## config.mk

```make
export PLATFORM = sky130hd
export DESIGN_NAME = gpio_port_block
export DESIGN_NICKNAME = d
export VERILOG_FILES = /design/src/rtl/gpio_pkg.sv /design/src/rtl/gpio_port_block.sv
export SDC_FILE = /design/constraint.sdc
export NUM_CORES = 1
export LEC_CHECK = 0
export ABC_CLOCK_PERIOD_IN_PS = 1700
export BUFFER_PORTS_ARGS = -buffer_cell sky130_fd_sc_hd__buf_2
export CORE_ASPECT_RATIO = 1.75
export CORE_MARGIN = 2
export CORE_UTILIZATION = 40
export DETAILED_ROUTE_END_ITERATION = 6
export PLACE_DENSITY_LB_ADDON = 0.25
export RECOVER_POWER = 100
export SYNTH_ARGS = -nofsm -noshare
export SYNTH_HDL_FRONTEND = slang
export SYNTH_SLANG_ARGS = --single-unit
```

## constraint.sdc

```tcl
create_clock -name SYS_CLK -period 1.7 [get_ports SYS_CLK]
set_input_delay 0.085 -clock SYS_CLK [delete_from_list [all_inputs] [get_ports SYS_CLK]]
set_output_delay 0.085 -clock SYS_CLK [all_outputs]
set_load 0.005 [all_outputs]
```

## src/rtl/gpio_pkg.sv

```systemverilog
// Shared constants and carriers for the eight-pin general-purpose port
package gpio_pkg;

  // Port width, reset values of ordinary pins and lock status codes
  localparam int PINS = 8;
  localparam logic [7:0] ALL_CLEAR = 8'h00;
  localparam logic [7:0] ALL_SET = 8'hFF;
  localparam logic [7:0] DRIVE_LOW_RESET = 8'hFF;
  localparam logic [7:0] LOCK_STATUS_LOCKED = 8'h01;
  localparam logic [7:0] LOCK_STATUS_OPEN = 8'h00;

  // Selector of the configuration access port
  typedef enum logic [5:0] {
    SEL_DIRECTION = 6'h00,
    SEL_SENSE = 6'h01,
    SEL_BOTH_EDGES = 6'h02,
    SEL_EVENT = 6'h03,
    SEL_MASK = 6'h04,
    SEL_RAW_STATUS = 6'h05,
    SEL_MASKED_STATUS = 6'h06,
    SEL_CLEAR = 6'h07,
    SEL_ALT_FUNCTION = 6'h08,
    SEL_DRIVE_LOW = 6'h09,
    SEL_DRIVE_MID = 6'h0A,
    SEL_DRIVE_HIGH = 6'h0B,
    SEL_OPEN_DRAIN = 6'h0C,
    SEL_PULL_UP = 6'h0D,
    SEL_PULL_DOWN = 6'h0E,
    SEL_SLEW = 6'h0F,
    SEL_DIGITAL_EN = 6'h10,
    SEL_LOCK = 6'h11,
    SEL_COMMIT = 6'h12
  } cfg_sel_t;

  // Identification registers: eight peripheral then four cell codes
  localparam logic [5:0] SEL_IDENT_BASE = 6'h20;
  localparam logic [5:0] SEL_IDENT_LAST = 6'h2B;

  // Configuration access request
  typedef struct packed {
    logic we;
    logic re;
    cfg_sel_t sel;
    logic [7:0] wdata;
  } cfg_req_t;

  // Masked data access request; addr_mask carries address bits 9..2
  typedef struct packed {
    logic we;
    logic re;
    logic [7:0] addr_mask;
    logic [7:0] wdata;
  } data_req_t;

  // Pad controls sent to the pad ring
  typedef struct packed {
    logic [7:0] pull_up_select;
    logic [7:0] pull_down_select;
    logic [7:0] open_drain_select;
    logic [7:0] drive_low_select;
    logic [7:0] drive_mid_select;
    logic [7:0] drive_high_select;
    logic [7:0] slew_control_select;
    logic [7:0] digital_input_enable;
  } pad_cfg_t;

  // All software-held configuration state
  typedef struct packed {
    logic [7:0] pin_direction;
    logic [7:0] irq_sense_select;
    logic [7:0] irq_both_edges;
    logic [7:0] irq_event_polarity;
    logic [7:0] irq_mask;
    logic [7:0] alt_function_select;
    logic [7:0] commit_enable;
    logic unlocked;
    pad_cfg_t pad;
  } cfg_regs_t;

endpackage

```

## src/rtl/gpio_port_block.sv

```systemverilog
`timescale 1ns/1ns
`default_nettype none

module gpio_port_block #(
  parameter logic [7:0] DEBUG_PINS = 8'h0F,
  parameter logic [7:0] CONNECTED = 8'hFF,
  parameter logic [7:0] UNLOCK_KEY = 8'hA5,
  // Identification values are arbitrary
  parameter logic [95:0] IDENT_VALUES = 96'h0C0B0A09_08070605_04030201
) (
  // Clock and resets
  input wire logic SYS_CLK,
  input wire logic RESET_N,
  input wire logic EXT_RESET_N,
  // Configuration access
  input wire gpio_pkg::cfg_req_t CFG_REQ,
  output logic [7:0] CFG_RDATA,
  // Masked data access
  input wire gpio_pkg::data_req_t DATA_REQ,
  output logic [7:0] DATA_RDATA,
  // Pads
  input wire logic [7:0] PAD_IN,
  output logic [7:0] PAD_OUT,
  output logic [7:0] PAD_OE,
  output gpio_pkg::pad_cfg_t PAD_CFG,
  // Alternate-function peripherals
  input wire logic [7:0] ALT_OUT,
  input wire logic [7:0] ALT_OE,
  output logic [7:0] ALT_IN,
  output logic [7:0] ALT_SELECT,
  // Port interrupt
  output logic IRQ
);

  ////////////////////////////////////////////////////////////////////////////////
  // Defaults, shared by power-on and external reset
  localparam gpio_pkg::cfg_regs_t CFG_DEFAULT = '{
    pin_direction: gpio_pkg::ALL_CLEAR,
    irq_sense_select: gpio_pkg::ALL_CLEAR,
    irq_both_edges: gpio_pkg::ALL_CLEAR,
    irq_event_polarity: gpio_pkg::ALL_CLEAR,
    irq_mask: gpio_pkg::ALL_CLEAR,
    alt_function_select: DEBUG_PINS,
    commit_enable: ~DEBUG_PINS,
    unlocked: 1'b0,
    pad: '{
      pull_up_select: DEBUG_PINS,
      pull_down_select: gpio_pkg::ALL_CLEAR,
      open_drain_select: gpio_pkg::ALL_CLEAR,
      drive_low_select: gpio_pkg::DRIVE_LOW_RESET,
      drive_mid_select: gpio_pkg::ALL_CLEAR,
      drive_high_select: gpio_pkg::ALL_CLEAR,
      slew_control_select: gpio_pkg::ALL_CLEAR,
      digital_input_enable: DEBUG_PINS
    }
  };

  // Register update that leaves bits without a pad untouched
  function automatic logic [7:0] upd(input logic [7:0] cur, input logic wr,
                                     input logic [7:0] val, input logic [7:0] bits);
    upd = wr ? ((cur & ~bits) | (val & bits)) : cur;
  endfunction

  logic ext_meta, ext_sync, ext_rst;
  logic [7:0] pin_meta, pin_sync, pin_prev;
  gpio_pkg::cfg_regs_t cfg, next_cfg;
  logic [7:0] pin_data, next_pin_data, irq_raw_status, next_irq_raw;

  ////////////////////////////////////////////////////////////////////////////////
  // Synchronisers for the external reset pin and the pad inputs
  always_ff @(posedge SYS_CLK or negedge RESET_N) begin
    if (!RESET_N) begin
      ext_meta <= 1'b0;
      ext_sync <= 1'b0;
      pin_meta <= 8'h00;
      pin_sync <= 8'h00;
    end else begin
      ext_meta <= EXT_RESET_N;
      ext_sync <= ext_meta;
      pin_meta <= PAD_IN;
      pin_sync <= pin_meta;
    end
  end

  // External reset acts synchronously, so the port state never glitches mid-cycle
  assign ext_rst = ~ext_sync;

  ////////////////////////////////////////////////////////////////////////////////
  // Configuration write decode
  logic [7:0] wbits, wr_clear, alt_ok, commit_ok;
  logic wr_dl, wr_dm, wr_dh;
  wire cfg_we = CFG_REQ.we;
  wire gpio_pkg::cfg_sel_t sel = CFG_REQ.sel;
  assign wbits = CFG_REQ.wdata & CONNECTED;
  assign wr_dl = cfg_we && sel == gpio_pkg::SEL_DRIVE_LOW;
  assign wr_dm = cfg_we && sel == gpio_pkg::SEL_DRIVE_MID;
  assign wr_dh = cfg_we && sel == gpio_pkg::SEL_DRIVE_HIGH;
  assign wr_clear = (cfg_we && sel == gpio_pkg::SEL_CLEAR) ? wbits : 8'h00;
  // Debug pins are the only protected ones
  assign alt_ok = CONNECTED & (~DEBUG_PINS | (cfg.commit_enable & {8{cfg.unlocked}}));
  assign commit_ok = CONNECTED & DEBUG_PINS & {8{cfg.unlocked}};

  // Next configuration; drive strengths are mutually exclusive per pin
  always_comb begin
    next_cfg = cfg;
    next_cfg.pin_direction = upd(cfg.pin_direction,
      cfg_we && sel == gpio_pkg::SEL_DIRECTION, wbits, CONNECTED);
    next_cfg.irq_sense_select = upd(cfg.irq_sense_select,
      cfg_we && sel == gpio_pkg::SEL_SENSE, wbits, CONNECTED);
    next_cfg.irq_both_edges = upd(cfg.irq_both_edges,
      cfg_we && sel == gpio_pkg::SEL_BOTH_EDGES, wbits, CONNECTED);
    next_cfg.irq_event_polarity = upd(cfg.irq_event_polarity,
      cfg_we && sel == gpio_pkg::SEL_EVENT, wbits, CONNECTED);
    next_cfg.irq_mask = upd(cfg.irq_mask,
      cfg_we && sel == gpio_pkg::SEL_MASK, wbits, CONNECTED);
    next_cfg.alt_function_select = upd(cfg.alt_function_select,
      cfg_we && sel == gpio_pkg::SEL_ALT_FUNCTION, wbits, alt_ok);
    next_cfg.commit_enable = upd(cfg.commit_enable,
      cfg_we && sel == gpio_pkg::SEL_COMMIT, wbits, commit_ok);
    if (cfg_we && sel == gpio_pkg::SEL_LOCK) begin
      next_cfg.unlocked = CFG_REQ.wdata == UNLOCK_KEY;
    end
    next_cfg.pad.drive_low_select = upd(cfg.pad.drive_low_select, wr_dl, wbits, CONNECTED)
      & ~((wr_dm | wr_dh) ? wbits : 8'h00);
    next_cfg.pad.drive_mid_select = upd(cfg.pad.drive_mid_select, wr_dm, wbits, CONNECTED)
      & ~((wr_dl | wr_dh) ? wbits : 8'h00);
    next_cfg.pad.drive_high_select = upd(cfg.pad.drive_high_select, wr_dh, wbits, CONNECTED)
      & ~((wr_dl | wr_dm) ? wbits : 8'h00);
    next_cfg.pad.open_drain_select = upd(cfg.pad.open_drain_select,
      cfg_we && sel == gpio_pkg::SEL_OPEN_DRAIN, wbits, CONNECTED);
    next_cfg.pad.pull_up_select = upd(cfg.pad.pull_up_select,
      cfg_we && sel == gpio_pkg::SEL_PULL_UP, wbits, CONNECTED);
    next_cfg.pad.pull_down_select = upd(cfg.pad.pull_down_select,
      cfg_we && sel == gpio_pkg::SEL_PULL_DOWN, wbits, CONNECTED);
    next_cfg.pad.slew_control_select = upd(cfg.pad.slew_control_select,
      cfg_we && sel == gpio_pkg::SEL_SLEW, wbits, CONNECTED);
    next_cfg.pad.digital_input_enable = upd(cfg.pad.digital_input_enable,
      cfg_we && sel == gpio_pkg::SEL_DIGITAL_EN, wbits, CONNECTED);
  end

  ////////////////////////////////////////////////////////////////////////////////
  // Data register with address-bit masking
  logic [7:0] data_bits, in_val, rd_val;
  assign data_bits = DATA_REQ.addr_mask & CONNECTED;
  assign next_pin_data = DATA_REQ.we ?
    ((pin_data & ~data_bits) | (DATA_REQ.wdata & data_bits)) : pin_data;
  // Digital enable off keeps a floating pad out of the logic
  assign in_val = pin_sync & cfg.pad.digital_input_enable;
  assign rd_val = (pin_data & cfg.pin_direction) | (in_val & ~cfg.pin_direction);

  ////////////////////////////////////////////////////////////////////////////////
  // Interrupt detection
  logic [7:0] rise, fall, edge_hit, level_hit, edge_new, hold_bits, clr_idle;
  logic [7:0] lvl_sel, lvl_set;
  logic any_masked;
  assign rise = in_val & ~pin_prev;
  assign fall = ~in_val & pin_prev;
  assign edge_hit = (cfg.irq_both_edges & (rise | fall))
    | (~cfg.irq_both_edges & cfg.irq_event_polarity & rise)
    | (~cfg.irq_both_edges & ~cfg.irq_event_polarity & fall);
  assign level_hit = (cfg.irq_event_polarity & in_val)
    | (~cfg.irq_event_polarity & ~in_val);
  // Set wins over clear; a level condition simply follows the pin
  assign next_irq_raw = CONNECTED & ((cfg.irq_sense_select & level_hit)
    | (~cfg.irq_sense_select & ((irq_raw_status & ~wr_clear) | edge_hit)));
  assign any_masked = |(irq_raw_status & cfg.irq_mask);
  assign edge_new = edge_hit & ~cfg.irq_sense_select & CONNECTED;
  assign hold_bits = irq_raw_status & ~cfg.irq_sense_select & ~wr_clear;
  assign clr_idle = wr_clear & ~cfg.irq_sense_select & ~edge_hit;
  assign lvl_sel = cfg.irq_sense_select & CONNECTED;
  assign lvl_set = lvl_sel & level_hit;

  // State registers; both resets bring back the defaults
  always_ff @(posedge SYS_CLK or negedge RESET_N) begin
    if (!RESET_N) begin
      cfg <= CFG_DEFAULT;
      pin_data <= 8'h00;
      irq_raw_status <= 8'h00;
      pin_prev <= 8'h00;
    end else if (ext_rst) begin
      cfg <= CFG_DEFAULT;
      pin_data <= 8'h00;
      irq_raw_status <= 8'h00;
      pin_prev <= 8'h00;
    end else begin
      cfg <= next_cfg;
      pin_data <= next_pin_data;
      irq_raw_status <= next_irq_raw;
      pin_prev <= in_val;
    end
  end

  ////////////////////////////////////////////////////////////////////////////////
  // Configuration read mux
  logic [7:0] cfg_rd_val;
  logic [6:0] ident_pos;
  assign ident_pos = 7'((sel - gpio_pkg::SEL_IDENT_BASE) * 8); // Bit offset of the code
  always_comb begin
    case (sel)
      gpio_pkg::SEL_DIRECTION: cfg_rd_val = cfg.pin_direction;
      gpio_pkg::SEL_SENSE: cfg_rd_val = cfg.irq_sense_select;
      gpio_pkg::SEL_BOTH_EDGES: cfg_rd_val = cfg.irq_both_edges;
      gpio_pkg::SEL_EVENT: cfg_rd_val = cfg.irq_event_polarity;
      gpio_pkg::SEL_MASK: cfg_rd_val = cfg.irq_mask;
      gpio_pkg::SEL_RAW_STATUS: cfg_rd_val = irq_raw_status;
      gpio_pkg::SEL_MASKED_STATUS: cfg_rd_val = irq_raw_status & cfg.irq_mask;
      gpio_pkg::SEL_ALT_FUNCTION: cfg_rd_val = cfg.alt_function_select;
      gpio_pkg::SEL_DRIVE_LOW: cfg_rd_val = cfg.pad.drive_low_select;
      gpio_pkg::SEL_DRIVE_MID: cfg_rd_val = cfg.pad.drive_mid_select;
      gpio_pkg::SEL_DRIVE_HIGH: cfg_rd_val = cfg.pad.drive_high_select;
      gpio_pkg::SEL_OPEN_DRAIN: cfg_rd_val = cfg.pad.open_drain_select;
      gpio_pkg::SEL_PULL_UP: cfg_rd_val = cfg.pad.pull_up_select;
      gpio_pkg::SEL_PULL_DOWN: cfg_rd_val = cfg.pad.pull_down_select;
      gpio_pkg::SEL_SLEW: cfg_rd_val = cfg.pad.slew_control_select;
      gpio_pkg::SEL_DIGITAL_EN: cfg_rd_val = cfg.pad.digital_input_enable;
      gpio_pkg::SEL_LOCK: cfg_rd_val = cfg.unlocked ? gpio_pkg::LOCK_STATUS_OPEN
                                                  : gpio_pkg::LOCK_STATUS_LOCKED;
      gpio_pkg::SEL_COMMIT: cfg_rd_val = cfg.commit_enable;
      default: begin
        if (sel >= gpio_pkg::SEL_IDENT_BASE && sel <= gpio_pkg::SEL_IDENT_LAST) begin
          cfg_rd_val = IDENT_VALUES[ident_pos +: 8];
        end else begin
          cfg_rd_val = 8'h00;
        end
      end
    endcase
  end

  ////////////////////////////////////////////////////////////////////////////////
  // Pad and peripheral drive; open drain only ever pulls low
  logic [7:0] own_out, own_oe, next_pad_out, next_pad_oe;
  assign own_out = (cfg.alt_function_select & ALT_OUT)
    | (~cfg.alt_function_select & pin_data);
  assign own_oe = (cfg.alt_function_select & ALT_OE)
    | (~cfg.alt_function_select & cfg.pin_direction);
  assign next_pad_out = own_out & ~cfg.pad.open_drain_select;
  assign next_pad_oe = CONNECTED & ((own_oe & ~cfg.pad.open_drain_select)
    | (own_oe & ~own_out & cfg.pad.open_drain_select));

  // Output registers; reads hold their value until the next read
  always_ff @(posedge SYS_CLK or negedge RESET_N) begin
    if (!RESET_N) begin
      CFG_RDATA <= 8'h00;
      DATA_RDATA <= 8'h00;
      PAD_OUT <= 8'h00;
      PAD_OE <= 8'h00;
      PAD_CFG <= CFG_DEFAULT.pad;
      ALT_IN <= 8'h00;
      ALT_SELECT <= DEBUG_PINS;
      IRQ <= 1'b0;
    end else begin
      if (CFG_REQ.re) begin
        CFG_RDATA <= cfg_rd_val;
      end
      if (DATA_REQ.re) begin
        DATA_RDATA <= rd_val & data_bits;
      end
      PAD_OUT <= next_pad_out;
      PAD_OE <= next_pad_oe;
      PAD_CFG <= cfg.pad;
      ALT_IN <= in_val;
      ALT_SELECT <= cfg.alt_function_select;
      IRQ <= any_masked;
    end
  end

  logic [7:0] dir_gpio, gpio_bits, data_keep;
  assign gpio_bits = ~cfg.alt_function_select & ~cfg.pad.open_drain_select & CONNECTED;
  assign dir_gpio = cfg.pin_direction & gpio_bits;
  assign data_keep = pin_data & ~data_bits;
endmodule // gpio_port_block

`default_nettype wire

```

* Word level (Yosys, flattened, before mapping)
Index checks and enable logic that the tools add are counted.
** Cells by class
- Bitwise gates (word level) :: 67
- $lt $le $gt $ge :: 2
- Mux-type cells :: 28
- Reductions and logical operators :: 20
- Add/subtract/negate cells :: 1
- Shift-type cells :: 1
- Multiply operators :: 0
- Div/mod/pow operators :: 0
- Equal/unequal tests :: 33
** Operators with widths (count)
- $and 8x8->8 :: 33
- $mux 8 :: 24
- $pmux 8 s18 :: 1
- $mux 121 :: 1
- $not 8->8 :: 15
- $or 8x8->8 :: 13
- $shiftx 96x8->8 const A :: 1
- $eq 6x4->1 const B :: 8
- $ne 2x1->1 const B :: 13
- $eq 6x3->1 const B :: 4
- $eq 6x5->1 const B :: 3
- $logic_and 1x1->1 :: 18
- $eq 6x2->1 const B :: 2
- $and 8x4->8 :: 1
- $eq 8x8->1 const B :: 1
- $not 4->8 :: 1
- $reduce_or 8->1 :: 1
- $eq 6x1->1 const B :: 1
- $ge 6x6->1 const B :: 1
- $le 6x6->1 const B :: 1
- $logic_not 6->1 :: 1
- $and 4x4->4 :: 1
- $sub 4x1->4 const B :: 1
- $or 1x1->1 :: 3
- 2 further kinds :: 3
** Word-level totals
- Input bits :: 61
- Bits in registers :: 276
- Latch bits :: 0
- Bits in read-only memories :: 0
- Output and inout bits :: 113
- Memories :: 0
- Bits in writable memories :: 0

* Logic depth before layout (Yosys ltp)
- Word-level depth :: 11
- Depth in mapped cells :: 11
- Gate-level depth less buffers :: 8

* Worst setup path after synthesis
No wires, ideal clock.
- Path kind :: input port to flip-flop
- Start point :: input CFG_REQ[8] in the netlist's numbering
- End point :: register cfg[20] in the netlist's numbering
- Setup time :: 142 ps
- Path buffers :: 2
- Data required time :: 1558 ps
- Data arrival time :: 1645 ps
- Stages :: 9
- Path slack :: -86 ps
- Path through :: inv_1 ha_1 buf_4 or3b_1 buf_2 nor2_1 nor2_1 nor2_1 a211oi_1
** Between the ends
- Longest elaborated chain between the ends :: 7
- Elaborated cells on any way between the ends :: 12
- Those cells by class :: 3 x eq/ne; 3 x mux; 3 x bitwise; 3 x reduce/logical
** RTL lines
- start: declaration :: RTL line gpio_port_block.sv:16 : input wire gpio_pkg::cfg_req_t CFG_REQ,
- $eq 6x4->1, on equally long branches :: RTL line gpio_port_block.sv:95, gpio_port_block.sv:96
- $logic_and 1x1->1, on equally long branches :: RTL line gpio_port_block.sv:95, gpio_port_block.sv:96
- $or 1x1->1 :: RTL line gpio_port_block.sv:128 : & ~((wr_dl | wr_dm) ? wbits : 8'h00);
- $mux 8 :: RTL line gpio_port_block.sv:128
- $not 8->8 :: RTL line gpio_port_block.sv:128
- $and 8x8->8 * :: RTL line gpio_port_block.sv:128
- $mux 121 * :: RTL line gpio_port_block.sv:180 : end else if (ext_rst) begin
- end signal: assignment :: RTL line gpio_port_block.sv:186 : cfg <= next_cfg;
- end: declaration :: RTL line gpio_port_block.sv:66 : gpio_pkg::cfg_regs_t cfg, next_cfg;
Every way passes the cells marked *; elsewhere a longest branch is shown, timed or not.
A chain may end at the register's enable or synchronous reset.

* Final worst setup path
- Start point :: register cfg[100] in the netlist's numbering
- End point :: register CFG_RDATA[3]
** Between the ends
- Longest elaborated chain between the ends :: 1
** RTL lines
- $pmux 8 s18 :: RTL line gpio_port_block.sv:199 : case (sel)
- end signal: assignment :: RTL line gpio_port_block.sv:253 : CFG_RDATA <= cfg_rd_val;
- end: declaration :: RTL line gpio_port_block.sv:17 : output logic [7:0] CFG_RDATA,
No other way between the ends.

==> impl_metrics.env <==
export IMPL_run_status="finished with violations"
export IMPL_failed_checks="setup timing"
export IMPL_clock_tree_sinks=273
export IMPL_floorplan_initialDensity=0.407
export IMPL_ant_nets=0
export IMPL_cpPeakStageDelay_ps=440
export IMPL_synthArstFlopShare=1.00
export IMPL_detailedRoute_firstPassIterationCount=5
export IMPL_clkLatencyLatePin_ps=550
export IMPL_yosysWarnings=0
export IMPL_number_of_global_route_vias_before_repair=10700
export IMPL_r2r_cells=6
export IMPL_ys_seq_elements=273
export IMPL_tritoncts_num_buffers=25
export IMPL_num_rows=83
export IMPL_clock_skew_final_ps=17.9
export IMPL_path_clk_slew_ps=70
export IMPL_area_delta_synth_final_pct=30.8
export IMPL_netlist_area_leader_share=0.486
export IMPL_hold_crit_path_type="in -> reg"
export IMPL_timing_critical_path_slowest_stage_cell="sky130_fd_sc_hd__a222oi_1"
export IMPL_timing_max_cap_violations=0
export IMPL_final_max_slew_violation_count=0
export IMPL_critical_path_buf_inv_count=0
export IMPL_floorplan_core_area_sq_um=29400
export IMPL_route_detailed_vias_per_inst=5.45
export IMPL_finalSetupViolCount=1
export IMPL_floorplan_die_area_sq_um=31300
export IMPL_synth_top_cell_by_area="sky130_fd_sc_hd__dfrtp_1"
export IMPL_max_slew_margin_rel=0.369
export IMPL_ys_seq_area_frac=0.576
export IMPL_ys_top_cells_by_area="sky130_fd_sc_hd__dfrtp_1, sky130_fd_sc_hd__dfstp_2, sky130_fd_sc_hd__nand2_1"
export IMPL_power_ir_vdd_worst_uv=891
export IMPL_grt_total_usage=0.280
export IMPL_initial_antenna_violation_count=1
export IMPL_ioPinCount=174
export IMPL_drt_iter0_drc=712
export IMPL_setup_repair_after_global_routing_missed_its_margin="yes"
export IMPL_critical_path_required_ps=2120
export IMPL_fin_ws_ps=-15.7
export IMPL_detailroute_via_count=10400
export IMPL_wl_per_cell_um=22.8
export IMPL_crit_reg2reg_capture="CFG_RDATA[3]"
export IMPL_arrival_time_at_the_worst_endpoint_ps=2130
export IMPL_final_period_minus_worst_setup_slack_ps=1720
export IMPL_remaining_drc_errors=0
export IMPL_timing_reg2reg_setup_slack_ps=-20
export IMPL_die_w_um=135
export IMPL_grt_ovfl_total=0
export IMPL_crit_path_start_kind="flip-flop"
export IMPL_layout_drive_gt1_share=0.234
export IMPL_grt_first_pass_wirelength_um=65000
export IMPL_chipHeight_um=233
export IMPL_clockBufferDepth=3
export IMPL_endpoint_kind="flip-flop"
export IMPL_post_synth_cell_area_avg_sq_um=10.4
export IMPL_tns_ps=-15.7
export IMPL_netlist_instances=1151
export IMPL_worstPathMaxFanout=2
export IMPL_final_hold_violations=0
export IMPL_synth_edff_count=0
export IMPL_commonest_non_fill_non_tap_cell_in_the_layout="sky130_fd_sc_hd__dfrtp_1"
export IMPL_syn_num_nets=1233
export IMPL_regToRegStartpoint="cfg[100]"
export IMPL_post_route_period_util=1.01
export IMPL_min_path_cells=4
export IMPL_layout_cells_most_common_list="sky130_fd_sc_hd__dfrtp_1, sky130_fd_sc_hd__nand2_1, sky130_fd_sc_hd__buf_2"
export IMPL_num_nets_final=1588
export IMPL_place_congestion=0.941
export IMPL_synth_lib_cells_used_distinct=62
export IMPL_dpl_hpwl_um=32300
export IMPL_finalPower_uw=13900
export IMPL_tightest_slew_ps=947
export IMPL_numPortBuffers=173
export IMPL_ys_dominant_reg_cell="sky130_fd_sc_hd__dfrtp_1"
export IMPL_power_static_leakage_uw=0.00723
export IMPL_critPathTopFamily="compound AO/OA/AOI/OAI gates"
export IMPL_mappedNetlistArea_sq_um=12000
export IMPL_root_buffer="sky130_fd_sc_hd__clkbuf_16"
export IMPL_worst_hold_path_endpoint="cfg[64]"
export IMPL_cellPowerDensity_nw_per_um2=891
export IMPL_cts_max_level=1
export IMPL_grt_max_degree=79
export IMPL_worstSetupPathType="reg -> reg"
export IMPL_critical_path_cell_chain="a222oi_1 -> nor2_1 -> a21oi_1 -> nand4_1 -> a211oi_2 -> o221ai_1"
export IMPL_routed_wire_length_um=43500
export IMPL_tritoncts="built"
export IMPL_fmax_ghz=0.583
export IMPL_worstHoldStart="CFG_REQ[4]"
worst reg2reg max path, stage by stage (launching register included):
cell	delay [ps]
sky130_fd_sc_hd__dfrtp_1	400
sky130_fd_sc_hd__a222oi_1	440
sky130_fd_sc_hd__nor2_1	150
sky130_fd_sc_hd__a21oi_1	160
sky130_fd_sc_hd__nand4_1	140
sky130_fd_sc_hd__a211oi_2	180
sky130_fd_sc_hd__o221ai_1	120
state kept, by name, summed over array words and instances (netlist names), 8 cells and up:
name	cells
ALT_IN	8
ALT_SELECT	8
CFG_RDATA	8
DATA_RDATA	8
PAD_CFG	64
PAD_OE	8
PAD_OUT	8
cfg	110
irq_raw_status	8
lvl_sel	8
pin_data	8
pin_meta	8
pin_prev	8
pin_sync	8
where the power goes:
group          leakage [uW]  switching [uW]  internal (uW)  total (uW)
registers           0.00356            99.1           6630        6730
clock network      0.000430            2550           3540        6090
logic               0.00323             672            443        1110
how the worst max path moves through the flow:
stage	cells after the start	startpoint	slack (ps)	to
2_1_floorplan	9	CFG_REQ[8]	4	cfg[20]
3_3_place_gp	10	CFG_REQ[8]	-460	CFG_RDATA[3]
3_5_place_dp	10	CFG_REQ[8]	-430	CFG_RDATA[3]
4_1_cts	6	cfg[100]	-70	CFG_RDATA[3]
5_1_grt	6	cfg[100]	-90	CFG_RDATA[3]
6_report	6	cfg[100]	-20	CFG_RDATA[3]
routing by layer:
layer  global-route usage  up-vias  wire length, um  part of all wire
met5                    0        -                0                 0
met4                0.156        0             2810             0.065
met3               0.0255      119             1690             0.039
met2                0.498      369            22500              0.52
met1                0.329     5191            16500              0.38
li1                     -     4728                -                 -
area by class of cell:
class | instances | area (sq um)
antenna | 1 | 2.50
clock buffer | 34 | 709
clock inverter | 12 | 169
fill | 2703 | 13800
inverter | 35 | 133
multi-input combinational | 771 | 4630
sequential | 273 | 6880
tap | 382 | 478
timing repair buffer | 400 | 2630
synth_stat cells (3+ instances only):
| library cell | count |
|---|---|
| sky130_fd_sc_hd__a211oi_1 | 28 |
| sky130_fd_sc_hd__a21boi_0 | 71 |
| sky130_fd_sc_hd__a21boi_1 | 9 |
| sky130_fd_sc_hd__a21o_1 | 4 |
| sky130_fd_sc_hd__a21oi_1 | 31 |
| sky130_fd_sc_hd__a221oi_1 | 6 |
| sky130_fd_sc_hd__a222oi_1 | 5 |
| sky130_fd_sc_hd__a22o_1 | 4 |
| sky130_fd_sc_hd__a22oi_1 | 22 |
| sky130_fd_sc_hd__a32oi_1 | 9 |
| sky130_fd_sc_hd__and3_1 | 13 |
| sky130_fd_sc_hd__buf_2 | 18 |
| sky130_fd_sc_hd__buf_4 | 6 |
| sky130_fd_sc_hd__clkbuf_1 | 45 |
| sky130_fd_sc_hd__dfrtp_1 | 232 |
| sky130_fd_sc_hd__dfstp_2 | 41 |
| sky130_fd_sc_hd__ha_1 | 21 |
| sky130_fd_sc_hd__inv_1 | 34 |
| sky130_fd_sc_hd__mux2i_1 | 34 |
| sky130_fd_sc_hd__nand2_1 | 199 |
| sky130_fd_sc_hd__nand2b_1 | 4 |
| sky130_fd_sc_hd__nand3_1 | 90 |
| sky130_fd_sc_hd__nand4_1 | 8 |
| sky130_fd_sc_hd__nor2_1 | 60 |
| sky130_fd_sc_hd__nor2_2 | 3 |
| sky130_fd_sc_hd__nor2b_1 | 28 |
| sky130_fd_sc_hd__nor3_1 | 4 |
| sky130_fd_sc_hd__nor3_2 | 5 |
| sky130_fd_sc_hd__o21ai_0 | 58 |
| sky130_fd_sc_hd__o22ai_1 | 5 |
| sky130_fd_sc_hd__o311a_1 | 8 |
| sky130_fd_sc_hd__or3b_1 | 3 |
| sky130_fd_sc_hd__xnor2_1 | 8 |
what timing repair did:
item / 4_1_cts / 5_1_grt
resized for setup: 1 / 6
pin swaps: 4 / 4
hold endpoints to repair: 306 / 0
buffers inserted: 1 / 2
hold buffers: 64 / 0
setup endpoints to repair: 1 / 7
metrics by stage:
stage / std cells / instance area (sq um) / hold WS [ps] / worst slack [ps] / util
after floorplan: 1151 / 12000 / -211 / 3.59 / -
after global placement: 1794 / 14400 / 104 / -457 / 0.490
after detailed placement: 1794 / 14400 / 105 / -428 / 0.490
after CTS: 1905 / 15900 / 36.5 / -74.4 / 0.542
after global routing: 1907 / 15600 / 63.7 / -94.2 / 0.532
final: 1908 / 15600 / 37.2 / -15.7 / 0.532
logic make-up (layout without fill, tap and decap cells):
family,Yosys count,in the layout,synth area share
xor+xnor,8,8,0.00586
buf+inv,107,481,0.0388
flops,273,273,0.576
compound gates,274,274,0.158
fa+ha+maj,21,21,0.0220
other cells,0,1,0
mux,36,36,0.0303
simple gates,432,432,0.169
No activity file was read; power rests on OpenSTA's default activity.
